[src/rtl/reg_pulse_pkg.sv]
// Shared constants for the program register transfer control block
package reg_pulse_pkg;
  // ==========================================================
  // Counter time levels (octal level numbers held as values)
  localparam logic [4:0] PK_L00 = 5'h00;
  localparam logic [4:0] PK_L10 = 5'h08;
  localparam logic [4:0] PK_L11 = 5'h09;
  localparam logic [4:0] PK_L13 = 5'h0b;
  localparam logic [4:0] PK_L15 = 5'h0d;
  localparam logic [4:0] PK_L24 = 5'h14;
  localparam logic [4:0] PK_L25 = 5'h15;
  localparam logic [4:0] PK_L27 = 5'h17;
  localparam logic [4:0] PK_L31 = 5'h19;
  localparam logic [4:0] QK_L00 = 5'h00;
  localparam logic [4:0] QK_L01 = 5'h01;
  localparam logic [4:0] QK_L15 = 5'h0d;
  localparam logic [4:0] QK_L21 = 5'h11;
  localparam logic [2:0] CS_L01 = 3'h1;
  localparam logic [2:0] CS_L02 = 3'h2;
  localparam logic [2:0] CS_L03 = 3'h3;
  localparam logic [2:0] CS_L04 = 3'h4;
  // ==========================================================
  // Pulse vector bit positions
  localparam int NPULSE        = 16;
  localparam int P_N_CLR       = 0;
  localparam int P_N_CLR_LOW   = 1;
  localparam int P_E_TO_N      = 2;
  localparam int P_E_LO_TO_N   = 3;
  localparam int P_XA_TO_P     = 4;
  localparam int P_XA29_TO_P29 = 5;
  localparam int P_P_INC       = 6;
  localparam int P_XA_TO_Q     = 7;
  localparam int P_N_TO_K      = 8;
  localparam int P_XM_TO_X     = 9;
  localparam int P_X_CLR       = 10;
  localparam int P_P_TO_X      = 11;
  localparam int P_XA_TO_X     = 12;
  localparam int P_X_COMP      = 13;
  localparam int P_X_PAR_SET   = 14;
  // ==========================================================
  // AXI4-Lite register map
  localparam logic [3:0] ADDR_CTRL   = 4'h0;
  localparam logic [3:0] ADDR_STATUS = 4'h4;
  localparam logic [3:0] ADDR_LAST   = 4'h8;
  localparam logic [3:0] ADDR_COUNT  = 4'hc;
  localparam int CTRL_AUTO_START = 0;
  localparam int CTRL_ALARM_SUP  = 1;
  localparam int CTRL_ENABLE     = 2;
  localparam logic [2:0] CTRL_RESET = 3'h4;
  localparam logic [1:0] RESP_OKAY   = 2'h0;
  localparam logic [1:0] RESP_SLVERR = 2'h2;
endpackage : reg_pulse_pkg

[src/rtl/reg_pulse_ctrl.sv]
// Register-driver pulse generator for the program element registers
// How it works
// Level 10 clears word; legal else low quarters
// Index-jump class clears word at 25 release
// Clear word at operand 01, sequence step 01
// Third quarter never cleared, only jammed
// Level 11 copies E into word register
// Operand 15/21 copies E low half
// Program counter loads only adder; increment spares 2.9
// Adder jam needs auto start or no alarm
// Adder-to-PC at release, 31 jumps, step 04
// Metabit copied only during sequence change
// Increment at 24; again for held skip
// Adder to operand address at 00 interlocks
// Step 03 jams word bits to sequence number
// Index strobe at 13 or new-PC read
// Unread own-PC register gets clear instead
// First-reference set on change, cleared on use
// PC to index buffer at 31/04 if parity ok
// Adder to buffer only six index instructions
// Buffer clear also sets parity flip-flop
// Positive index jump complements at 15, 25
// Index skip complements 15, recomplements 27/31
// One pulse per qualifying counter time level; P_XA_TO_X is held for as long as its conditions hold
`timescale 1ns/1ps
`default_nettype none
module reg_pulse_ctrl
  import reg_pulse_pkg::*;
(
  // Clock and reset
  input  wire logic        clk_i,
  input  wire logic        rst_i,
  // Counter time levels, step strobes are one cycle per level entry
  input  wire logic        pk_step_i,
  input  wire logic [4:0]  pk_level_i,
  input  wire logic        pk_release_i,
  input  wire logic        qk_step_i,
  input  wire logic [4:0]  qk_level_i,
  input  wire logic        cs_step_i,
  input  wire logic [2:0]  cs_level_i,
  // Instruction class and condition levels
  input  wire logic        sel_legal_i,
  input  wire logic        final_deferred_i,
  input  wire logic        jx_class_i,
  input  wire logic        operand_index_i,
  input  wire logic        ff_memory_cycle_i,
  input  wire logic        index_operand_i,
  input  wire logic        plain_jump_i,
  input  wire logic        arithmetic_jump_condition_i,
  input  wire logic        index_jump_condition_i,
  input  wire logic        alarm_i,
  input  wire logic        skip_instr_i,
  input  wire logic        skip_cond_i,
  input  wire logic        operand_start_interlock_i,
  input  wire logic        deferred_start_i,
  input  wire logic        deferred_interlock_i,
  input  wire logic        index_sel_zero_i,
  input  wire logic        pc_reg_match_i,
  input  wire logic        jump_save_i,
  input  wire logic        index_parity_alarm_i,
  input  wire logic        index_modify_i,
  input  wire logic        index_write_i,
  input  wire logic        positive_index_jump_i,
  input  wire logic        index_skip_i,
  input  wire logic        e_busy_flag_i,
  input  wire logic        cf3_differs_i,
  input  wire logic        cf3_i,
  input  wire logic        cf1_i,
  // Register-driver pulses
  output logic             n_clear_o,
  output logic             n_clear_low_o,
  output logic             e_to_n_o,
  output logic             e_low_to_n_low_o,
  output logic             xa_to_p_o,
  output logic             xa29_to_p29_o,
  output logic             p_inc_o,
  output logic             xa_to_q_o,
  output logic             n_to_k_o,
  output logic             xmem_to_x_o,
  output logic             x_clear_o,
  output logic             x_parity_set_o,
  output logic             p_to_x_o,
  output logic             xa_to_x_o,
  output logic             x_complement_o,
  output logic             first_reference_flag_o,
  // AXI4-Lite slave
  input  wire logic [3:0]  s_axi_awaddr,
  input  wire logic        s_axi_awvalid,
  output logic             s_axi_awready,
  input  wire logic [31:0] s_axi_wdata,
  input  wire logic [3:0]  s_axi_wstrb,
  input  wire logic        s_axi_wvalid,
  output logic             s_axi_wready,
  output logic [1:0]       s_axi_bresp,
  output logic             s_axi_bvalid,
  input  wire logic        s_axi_bready,
  input  wire logic [3:0]  s_axi_araddr,
  input  wire logic        s_axi_arvalid,
  output logic             s_axi_arready,
  output logic [31:0]      s_axi_rdata,
  output logic [1:0]       s_axi_rresp,
  output logic             s_axi_rvalid,
  input  wire logic        s_axi_rready
);

  // ==========================================================
  // State
  typedef struct packed {
    logic [2:0]        ctrl;
    logic              first_ref;
    logic [NPULSE-1:0] pulse;
    logic [NPULSE-1:0] last;
    logic [15:0]       count;
    logic              aw_have;
    logic [3:0]        aw_addr;
    logic              w_have;
    logic [31:0]       w_data;
    logic [3:0]        w_strb;
    logic              bvalid;
    logic [1:0]        bresp;
    logic              rvalid;
    logic [31:0]       rdata;
    logic [1:0]        rresp;
  } state_t;

  state_t s_q;
  state_t s_d;

  // Byte-lane merge, used for every writable word
  function automatic logic [31:0] merge(input logic [31:0] old,
                                        input logic [31:0] data,
                                        input logic [3:0]  strb);
    logic [31:0] r;
    r = old;
    for (int i = 0; i < 4; i++) begin
      if (strb[i]) begin
        r[8*i +: 8] = data[8*i +: 8];
      end
    end
    return r;
  endfunction : merge

  // ==========================================================
  // Time level decode, each step strobe lasts one cycle
  logic pk10, pk11, pk13, pk15, pk24, pk25, pk27, pk31, pk00;
  logic qk00, qk01, qk15, qk21;
  logic cs01, cs02, cs03, cs04;
  logic jam_ok, index_parity_alarm_ok, index_read, p;
  logic [NPULSE-1:0] pv;

  always_comb begin
    pk00 = pk_step_i && (pk_level_i == PK_L00);
    pk10 = pk_step_i && (pk_level_i == PK_L10);
    pk11 = pk_step_i && (pk_level_i == PK_L11);
    pk13 = pk_step_i && (pk_level_i == PK_L13);
    pk15 = pk_step_i && (pk_level_i == PK_L15);
    pk24 = pk_step_i && (pk_level_i == PK_L24);
    pk25 = pk_step_i && (pk_level_i == PK_L25);
    pk27 = pk_step_i && (pk_level_i == PK_L27);
    pk31 = pk_step_i && (pk_level_i == PK_L31);
    qk00 = qk_step_i && (qk_level_i == QK_L00);
    qk01 = qk_step_i && (qk_level_i == QK_L01);
    qk15 = qk_step_i && (qk_level_i == QK_L15);
    qk21 = qk_step_i && (qk_level_i == QK_L21);
    cs01 = cs_step_i && (cs_level_i == CS_L01);
    cs02 = cs_step_i && (cs_level_i == CS_L02);
    cs03 = cs_step_i && (cs_level_i == CS_L03);
    cs04 = cs_step_i && (cs_level_i == CS_L04);
  end

  // ==========================================================
  // Pulse decode; every pulse but P_XA_TO_X is a single-cycle OR of terms each gated by a level or release strobe
  always_comb begin
    pv      = '0;
    jam_ok  = s_q.ctrl[CTRL_AUTO_START] || !alarm_i;
    index_parity_alarm_ok = !index_parity_alarm_i || s_q.ctrl[CTRL_ALARM_SUP];
    // Word register clears; third quarter has no clear line at all
    pv[P_N_CLR]     = (pk10 && (sel_legal_i || final_deferred_i))
                   || (pk_release_i && jx_class_i)
                   || (qk01 && operand_index_i) || cs01;
    pv[P_N_CLR_LOW] = pk10 && !(sel_legal_i || final_deferred_i);
    pv[P_E_TO_N]    = pk11 && ff_memory_cycle_i;
    pv[P_E_LO_TO_N] = (qk15 || qk21) && index_operand_i;
    // Adder is the only load path into the program counter
    p = (pk_release_i && index_jump_condition_i)
     || (pk31 && (plain_jump_i || arithmetic_jump_condition_i))
     || cs04;
    pv[P_XA_TO_P]     = p && jam_ok;
    pv[P_XA29_TO_P29] = cs04 && jam_ok;
    pv[P_P_INC]       = pk24 || (pk31 && skip_instr_i && skip_cond_i);
    pv[P_XA_TO_Q]     = (qk00 && operand_start_interlock_i)
                     || (pk00 && deferred_start_i && deferred_interlock_i);
    pv[P_N_TO_K]      = cs03;
    // Index memory read: strobe, or clear when cores are not yet valid
    index_read        = pk13 || cs02;
    pv[P_XM_TO_X]     = index_read && !index_sel_zero_i
                     && !(pc_reg_match_i && s_q.first_ref);
    pv[P_X_CLR]       = index_read && (index_sel_zero_i
                     || (pc_reg_match_i && s_q.first_ref));
    pv[P_X_PAR_SET]   = pv[P_X_CLR];
    pv[P_P_TO_X]      = ((pk31 && jump_save_i) || cs04) && index_parity_alarm_ok;
    pv[P_XA_TO_X]     = index_write_i && index_modify_i && index_parity_alarm_ok;
    pv[P_X_COMP]      = (positive_index_jump_i
                         && ((pk15 && !deferred_interlock_i)
                          || (pk25 && !e_busy_flag_i)))
                     || (index_skip_i
                         && ((pk15 && !deferred_interlock_i && cf3_differs_i)
                          || (pk27 && cf3_i) || (pk31 && cf1_i)));
    // Software can hold every pulse off, e.g. while setting switches up
    if (!s_q.ctrl[CTRL_ENABLE]) begin
      pv = '0;
    end
  end

  // ==========================================================
  // Next state
  logic wr_fire;
  logic rd_fire;

  always_comb begin
    s_d       = s_q;
    s_d.pulse = pv;
    if (pv != '0) begin
      s_d.last  = pv;
      s_d.count = s_q.count + 16'h0001;
    end
    // Sequence change sets; a same-cycle PC reference cannot clear it
    if (cs_step_i && (cs_level_i == CS_L01)) begin
      s_d.first_ref = 1'b1;
    end else if (pk13 && pc_reg_match_i && !index_sel_zero_i) begin
      s_d.first_ref = 1'b0;
    end

    // Write address and data may arrive in either order
    if (s_axi_awvalid && s_axi_awready) begin
      s_d.aw_have = 1'b1;
      s_d.aw_addr = s_axi_awaddr;
    end
    if (s_axi_wvalid && s_axi_wready) begin
      s_d.w_have = 1'b1;
      s_d.w_data = s_axi_wdata;
      s_d.w_strb = s_axi_wstrb;
    end
    wr_fire = s_q.aw_have && s_q.w_have && !s_q.bvalid;
    if (wr_fire) begin
      s_d.aw_have = 1'b0;
      s_d.w_have  = 1'b0;
      s_d.bvalid  = 1'b1;
      s_d.bresp   = RESP_OKAY;
      case (s_q.aw_addr)
        ADDR_CTRL: begin
          s_d.ctrl = 3'(merge({29'h0, s_q.ctrl}, s_q.w_data, s_q.w_strb));
        end
        ADDR_STATUS, ADDR_LAST, ADDR_COUNT: begin
          s_d.bresp = RESP_OKAY;
        end
        default: begin
          s_d.bresp = RESP_SLVERR;
        end
      endcase
    end
    if (s_q.bvalid && s_axi_bready) begin
      s_d.bvalid = 1'b0;
    end

    rd_fire = s_axi_arvalid && s_axi_arready;
    if (rd_fire) begin
      s_d.rvalid = 1'b1;
      s_d.rresp  = RESP_OKAY;
      case (s_axi_araddr)
        ADDR_CTRL: begin
          s_d.rdata = {29'h0, s_q.ctrl};
        end
        ADDR_STATUS: begin
          s_d.rdata = {28'h0, alarm_i, index_parity_alarm_i, 1'b0, s_q.first_ref};
        end
        ADDR_LAST: begin
          s_d.rdata = {16'h0, s_q.last};
        end
        ADDR_COUNT: begin
          s_d.rdata = {16'h0, s_q.count};
        end
        default: begin
          s_d.rdata = 32'h0;
          s_d.rresp = RESP_SLVERR;
        end
      endcase
    end else if (s_q.rvalid && s_axi_rready) begin
      s_d.rvalid = 1'b0;
    end
  end

  always_ff @(posedge clk_i or posedge rst_i) begin
    if (rst_i) begin
      s_q           <= '0;
      s_q.ctrl      <= CTRL_RESET;
      s_q.first_ref <= 1'b1;
    end else begin
      s_q <= s_d;
    end
  end

  // ==========================================================
  // Outputs
  assign s_axi_awready = !s_q.aw_have;
  assign s_axi_wready  = !s_q.w_have;
  assign s_axi_bvalid  = s_q.bvalid;
  assign s_axi_bresp   = s_q.bresp;
  assign s_axi_arready = !s_q.rvalid;
  assign s_axi_rvalid  = s_q.rvalid;
  assign s_axi_rdata   = s_q.rdata;
  assign s_axi_rresp   = s_q.rresp;

  assign n_clear_o              = s_q.pulse[P_N_CLR];
  assign n_clear_low_o          = s_q.pulse[P_N_CLR_LOW];
  assign e_to_n_o               = s_q.pulse[P_E_TO_N];
  assign e_low_to_n_low_o       = s_q.pulse[P_E_LO_TO_N];
  assign xa_to_p_o              = s_q.pulse[P_XA_TO_P];
  assign xa29_to_p29_o          = s_q.pulse[P_XA29_TO_P29];
  assign p_inc_o                = s_q.pulse[P_P_INC];
  assign xa_to_q_o              = s_q.pulse[P_XA_TO_Q];
  assign n_to_k_o               = s_q.pulse[P_N_TO_K];
  assign xmem_to_x_o            = s_q.pulse[P_XM_TO_X];
  assign x_clear_o              = s_q.pulse[P_X_CLR];
  assign x_parity_set_o         = s_q.pulse[P_X_PAR_SET];
  assign p_to_x_o               = s_q.pulse[P_P_TO_X];
  assign xa_to_x_o              = s_q.pulse[P_XA_TO_X];
  assign x_complement_o         = s_q.pulse[P_X_COMP];
  assign first_reference_flag_o = s_q.first_ref;

endmodule : reg_pulse_ctrl
`default_nettype wire

[config.mk]
export PLATFORM = sky130hd
export DESIGN_NAME = reg_pulse_ctrl
export DESIGN_NICKNAME = d
export VERILOG_FILES = /design/src/rtl/reg_pulse_pkg.sv /design/src/rtl/reg_pulse_ctrl.sv
export SDC_FILE = /design/constraint.sdc
export NUM_CORES = 1
export LEC_CHECK = 0
export BUFFER_PORTS_ARGS = -buffer_cell sky130_fd_sc_hd__buf_4
export CORE_ASPECT_RATIO = 0.7
export CORE_MARGIN = 1
export CORE_UTILIZATION = 40
export DETAILED_ROUTE_END_ITERATION = 7
export PLACE_DENSITY = 0.71
export SLEW_MARGIN = 20
export SYNTH_ARGS = -nofsm -noshare
export SYNTH_HDL_FRONTEND = slang
export SYNTH_SLANG_ARGS = --single-unit
[constraint.sdc]
create_clock -name clk_i -period 2.3 [get_ports clk_i]
set_clock_uncertainty 0.05 [all_clocks]
set_input_delay 0.46 -clock clk_i [delete_from_list [all_inputs] [get_ports clk_i]]
set_output_delay 0.46 -clock clk_i [all_outputs]
set_load 0.02 [all_outputs]
==> impl_metrics.py, run 1 <==
metrics = {
    "run_status": {
        "outcome": "completed",
    },
    "route": {
        "wirelength_mm": 9.46,
        "ant_nets": 0,
        "wire_per_inst_um": 15.4,
        "initialDrtViolationCount": 189,
        "avgViaCountPerCell": 5.08,
        "drc": 0,
        "via_count": 3129,
        "drt-pass1-iter-count": 4,
    },
    "finish": {
        "area_growth_pct": 31.3,
        "stdcell_count": 616,
        "n_antenna_cell": 0,
        "largest-register": "s_q",
        "final_layout_size_suffix_gt1_frac": 0.370,
        "finalNetCount": 583,
        "utilization": 0.556,
        "largest_reg_flops": 43,
    },
    "critical_path": {
        "crit_arrival_ps": 2340,
        "ff2ff_setup_slack_ps": 150,
        "path_cells": "buf_4 > and3b_1 > a221o_1 > a32o_1 > nor3_4 > and3_1 > mux2_4",
        "reg2reg_from": "s_q[131]$_DFFE_PP1P_",
        "crit_path_end": "s_q[81]$_DFFE_PP0P_",
        "cp-end-kind": "flop",
        "critPathSlowestCell": "nor3_4",
        "crit_type": "in -> reg",
        "crit_fanout": 8,
        "startpoint": "qk_level_i[0]",
        "r2r-end": "s_q[105]$_DFFE_PP0P_",
        "cp-start-kind": "input pin",
        "worst_ep_required_time_ps": 2460,
        "r2r_cells": 7,
        "max_stage_delay_ps": 360,
    },
    "grt": {
        "grt_max_degree": 29,
        "track_usage": 0.194,
        "grt_pass1_wl_mm": 15.2,
        "grt_pass1_vias": 2995,
        "grt_antenna_before_repair": 0,
        "overflow": 0,
    },
    "place": {
        "gp_congestion": 0.846,
        "dp_hpwl_mm": 7.29,
        "dp_cells": 600,
        "io_buffers": 101,
    },
    "clocking": {
        "path_clk_slew_ps": 60,
        "cts_tree": "done",
        "cts_sinks": 78,
        "post-cts-setup-buffer-count": 0,
        "clk_latency_ps": 330,
        "numCtsBuffers": 9,
        "cts_buffer_depth": 2,
        "cts_htree_levels": 3,
        "cts_root_buf": "clkbuf_16",
    },
    "floorplan": {
        "die_w_um": 120,
        "initial_core_util": 0.423,
        "design.core.area_um2": 9290,
        "die_h_um": 84.9,
        "dieArea_um2": 10200,
        "ios": 152,
        "num_rows": 29,
    },
    "yosys": {
        "postSynthAreaPerCell_um2": 10.6,
        "synth_cells": 372,
        "synth_top_area_share": 0.484,
        "synth_edf_count": 0,
        "seq_area_frac_synth": 0.497,
        "ys_types": 57,
        "yosysWarnings": 0,
        "syn_area_um2": 3930,
        "yosys-top-cells-area": "dfrtp_1, buf_4, nand2_1",
        "ys.flop_type": "dfrtp_1",
        "ys_seq_elements": 78,
        "synth_top_cell_by_area": "dfrtp_1",
        "synth-async-reset-ratio": 1.00,
    },
    "worst_hold_path": {
        "hold_class": "in -> async",
    },
    "pwr": {
        "p_per_area_nw_per_um2": 811,
        "ir_drop_uv": 409,
        "design_power_total_mw": 4.18,
        "p_leak_nw": 2.61,
    },
    "timing": {
        "slew_headroom": 0.591,
        "tightest_slew_ps": 605,
        "setup_viol": 0,
        "setup_tns_ps": 0,
        "hold_viol_final": 0,
        "period_share": 0.945,
        "period_needed_ps": 2170,
        "maxSlewViolCount": 0,
        "fmax_mhz": 460,
    },
    "run": {
        "max_cap_viol_count": 0,
    },
}
placed cells by master (no fill, tap or decap), types with 3 or more instances in the layout:
cell / netlist / layout
a31oi_1: 10 / 10
buf_12: 0 / 3
nor2_1: 14 / 14
nor4bb_1: 3 / 3
a21o_1: 14 / 14
nand3b_1: 3 / 3
o21ai_0: 24 / 24
a21oi_1: 5 / 5
nand4_1: 6 / 6
or3_1: 4 / 4
clkbuf_16: 0 / 9
nor3_1: 3 / 3
xor2_1: 12 / 12
inv_1: 17 / 16
and3_1: 3 / 3
mux2_2: 11 / 11
nand3_1: 14 / 14
a311oi_1: 3 / 3
dfrtp_1: 76 / 76
nor4b_1: 4 / 4
a22oi_1: 11 / 11
nand2_1: 35 / 35
a22o_1: 3 / 3
conb_1: 1 / 18
buf_4: 37 / 136
o21a_1: 3 / 3
nor2b_1: 5 / 5
final cells by class:
class                      count  area (um^2)
fill                         837         4130
sequential                    78         1950
multi-input combinational    242         1620
timing repair buffer         139         1080
clock buffer                   9          225
tap                          124          155
inverter                      17         67.6
clock inverter                 7         55.1
synthesized netlist by cell type, types with 3 or more instances:
| master | n |
|---|---|
| nor3_1 | 3 |
| nor2b_1 | 5 |
| and3_1 | 3 |
| o21a_1 | 3 |
| a21o_1 | 14 |
| a311oi_1 | 3 |
| nor4bb_1 | 3 |
| a22o_1 | 3 |
| clkbuf_1 | 9 |
| a31oi_1 | 10 |
| inv_1 | 17 |
| or3_1 | 4 |
| nor4b_1 | 4 |
| a21oi_1 | 5 |
| nor2_1 | 14 |
| o21ai_0 | 24 |
| buf_6 | 3 |
| nand4_1 | 6 |
| buf_4 | 37 |
| xor2_1 | 12 |
| nand2_1 | 35 |
| dfrtp_1 | 76 |
| mux2_2 | 11 |
| buf_2 | 3 |
| a22oi_1 | 11 |
| nand3b_1 | 3 |
| nand3_1 | 14 |
worst min-delay path by stage:
stage / end / slack (ps) / depth (start not counted)
detailed placement: s_q[95]$_DFFE_PP0P_ / 410 / 1
global route: s_q[76]$_DFFE_PP0P_ / 180 / 2
CTS: s_axi_bresp[1]$_DFFE_PP0P_ / 160 / 2
finish: s_q[75]$_DFFE_PP0P_ / 150 / 2
floorplan: s_q[95]$_DFFE_PP0P_ / 390 / 1
global placement: s_q[95]$_DFFE_PP0P_ / 410 / 1
critical path: cells and delay by family:
family,cells,cell delay (ps)
AND/OR/NAND/NOR,3,870
multiplexers,1,310
buffers and inverters,1,120
AO/OA/AOI/OAI,2,580
power by group:
part	total, mW	switching, mW	internal [mW]
clock	1.32	0.574	0.743
sequential	1.83	0.206	1.62
combinational	1.04	0.502	0.535
total	4.18	1.28	2.90
kinds of logic after synthesis:
| kind of cell | share of synthesized area |
|---|---|
| fa+ha+maj | 0.00318 |
| flops | 0.497 |
| buf+inv | 0.108 |
| compound gates | 0.153 |
| other cells | 0.000954 |
| xor+xnor | 0.0331 |
| simple gates | 0.155 |
| mux | 0.0493 |
through the flow:
step / instance area (um^2) / setup WS (ps) / hold WS, ps
2_1_floorplan: 4000 / 21.6 / 391
3_3_place_gp: 4870 / -183 / 407
3_5_place_dp: 4870 / -205 / 415
4_1_cts: 5150 / 145 / 160
5_1_grt: 5160 / -1.09 / 182
6_report: 5160 / 127 / 149
routing by layer:
metal	part of all wire	vias up	GRT usage
met1	0.49	1516	0.291
met3	0.071	8	0.0437
met5	0	-	0
li1	-	1493	-
met4	0.0077	0	0.0539
met2	0.43	112	0.282
repair_timing:
action / 4_1_cts / 5_1_grt
hold buffers: 0 / 0
gates resized for setup: 0 / 2
endpoints found under the setup margin: 0 / 22
Note: power is estimated with default switching activity, not from simulation.
==> run 2: changes to the inputs <==
--- a/config.mk
+++ b/config.mk
@@ -8,9 +8,10 @@
 export BUFFER_PORTS_ARGS = -buffer_cell sky130_fd_sc_hd__buf_4
 export CORE_ASPECT_RATIO = 0.7
 export CORE_MARGIN = 1
-export CORE_UTILIZATION = 40
+export CORE_UTILIZATION = 44
+export CTS_CLUSTER_SIZE = 40
 export DETAILED_ROUTE_END_ITERATION = 7
-export PLACE_DENSITY = 0.71
+export PLACE_DENSITY = 0.76
 export SLEW_MARGIN = 20
 export SYNTH_ARGS = -nofsm -noshare
 export SYNTH_HDL_FRONTEND = slang
==> run 2 against run 1 <==
Against the previous run:
- flip-flop and latch count unchanged
- register-to-register slack barely moved
- global-route usage is 2.1 points higher
- critical path depth is the same
- setup slack better by 24 ps
- fmax up 1.1%
==> impl_metrics.py, run 2 (same netlist as run 1, synthesis figures left out) <==
metrics = {
    "run_status": {
        "outcome": "completed",
    },
    "clocking": {
        "numCtsBuffers": 9,
        "cts_buffer_depth": 2,
        "cts_sinks": 78,
        "path_clk_slew_ps": 70,
        "cts_htree_levels": 3,
        "clk_latency_ps": 330,
        "cts_root_buf": "clkbuf_16",
        "post-cts-setup-buffer-count": 0,
        "cts_tree": "done",
    },
    "critical_path": {
        "crit_fanout": 13,
        "critPathTopFamily": "compound AO/OA/AOI/OAI gates",
        "worst_ep_required_time_ps": 2500,
        "reg2reg_from": "s_q[131]$_DFFE_PP1P_",
        "critPathSlowestCell": "dfstp_2",
        "path_cells": "nand2_1 > nor3_2 > a32o_1 > nor3_4 > buf_12 > a311oi_1 > xnor2_1",
        "crit_type": "reg -> reg",
        "crit_buf_inv": 1,
        "r2r_cells": 7,
        "ff2ff_setup_slack_ps": 150,
        "cp-start-kind": "flop",
        "cp-end-kind": "flop",
        "crit_arrival_ps": 2350,
        "max_stage_delay_ps": 590,
        "r2r-end": "s_q[90]$_DFFE_PP0P_",
    },
    "grt": {
        "grt_antenna_before_repair": 0,
        "grt_pass1_vias": 3041,
        "grt_pass1_wl_mm": 15.1,
        "track_usage": 0.215,
        "grt_max_degree": 58,
        "overflow": 0,
    },
    "place": {
        "gp_congestion": 0.842,
        "dp_cells": 591,
        "io_buffers": 101,
        "dp_hpwl_mm": 7.29,
        "place_ws_ps": -218,
    },
    "finish": {
        "area_growth_pct": 30.6,
        "layout_commonest_cell": "buf_4",
        "largest_reg_flops": 43,
        "fill_cells": 710,
        "n_antenna_cell": 0,
        "stdcell_count": 607,
        "mostFrequentLayoutCells": "buf_4, dfrtp_1, nand2_1, o21ai_0, conb_1",
        "largest-register": "s_q",
        "final_layout_size_suffix_gt1_frac": 0.368,
        "finalNetCount": 578,
    },
    "floorplan": {
        "die_w_um": 115,
        "initial_core_util": 0.460,
        "ios": 152,
        "dieArea_um2": 9320,
        "design.core.area_um2": 8550,
        "die_h_um": 81.1,
        "num_rows": 28,
    },
    "timing": {
        "postLayoutSetupSlackWorst_ps": 150,
        "maxSlewViolCount": 0,
        "grt_setup_unrepaired": "false",
        "hold_viol_final": 0,
        "fin_hold_ws_ps": 103,
        "slew_headroom": 0.608,
        "tightest_slew_ps": 581,
        "period_share": 0.935,
        "setup_viol": 0,
        "period_needed_ps": 2150,
        "fmax_mhz": 465,
    },
    "pwr": {
        "ir_drop_uv": 396,
        "p_leak_nw": 2.59,
        "p_per_area_nw_per_um2": 818,
    },
    "route": {
        "avgViaCountPerCell": 5.22,
        "via_count": 3166,
        "wire_per_inst_um": 15.4,
        "wirelength_mm": 9.34,
        "ant_nets": 0,
        "drc": 0,
        "initialDrtViolationCount": 201,
        "drt-pass1-iter-count": 4,
    },
    "worst_hold_path": {
        "hold_class": "in -> async",
    },
    "run": {
        "max_cap_viol_count": 0,
    },
}
==> run 2: cell count changes in the layout (fill, tap and decap cells not counted), sizes merged <==
| cell | previous run | this run |
|---|---|---|
| buf | 139 | 134 |
| clkinv | 3 | 2 |
| clkinvlp | 2 | 3 |
==> run 2: final cells by class <==
type | instances | area [um^2] | area share
repair buffers | 134 | 1040 | 0.203
clock buffers | 9 | 225 | 0.0439
well taps | 120 | 150 | 0.0293
inverters | 17 | 67.6 | 0.0132
flip-flops and latches | 78 | 1950 | 0.381
multi-input cells | 242 | 1630 | 0.318
clock inverters | 7 | 57.6 | 0.0112
==> run 2: through the flow <==
stage,total power [mW],cell area [um^2],setup TNS (ps),utilization
2_1_floorplan,2.49,4000,0,-
3_3_place_gp,2.84,4830,-1250,0.565
3_5_place_dp,2.90,4830,-3430,0.565
4_1_cts,4.22,5120,0,0.599
5_1_grt,4.42,5130,0,0.600
6_report,4.20,5130,0,0.600
==> run 2: metal layers <==
metal  global-route usage  up-vias  wire length [um]
li1                     -     1501                 -
met4               0.0870        0               178
met3               0.0463       12               628
met5                    0        -                 0
met1                0.296     1524              4350
met2                0.334      129              4190
==> run 2: power by group <==
group	total [mW]	switching, mW	internal [mW]
sequential	1.83	0.209	1.62
clock	1.32	0.578	0.745
combinational	1.04	0.507	0.533
total	4.20	1.29	2.90
==> run 2: how the worst max path moves through the flow <==
stage	endpoint	from	slack (ps)	cells past startpoint
global route	s_q[90]$_DFFE_PP0P_	s_q[131]$_DFFE_PP1P_	2	7
floorplan	s_q[97]$_DFFE_PP0P_	pk_level_i[2]	20	9
finish	s_q[90]$_DFFE_PP0P_	s_q[131]$_DFFE_PP1P_	150	7
global placement	s_q[81]$_DFFE_PP0P_	qk_level_i[0]	-90	7
CTS	s_q[88]$_DFFE_PP0P_	s_q[131]$_DFFE_PP1P_	80	7
detailed placement	s_q[88]$_DFFE_PP0P_	final_deferred_i	-220	8
==> run 2: timing repair <==
action,4_1_cts,5_1_grt
resized for setup,2,2
hold buffers,0,0
endpoints found under the setup margin,1,2
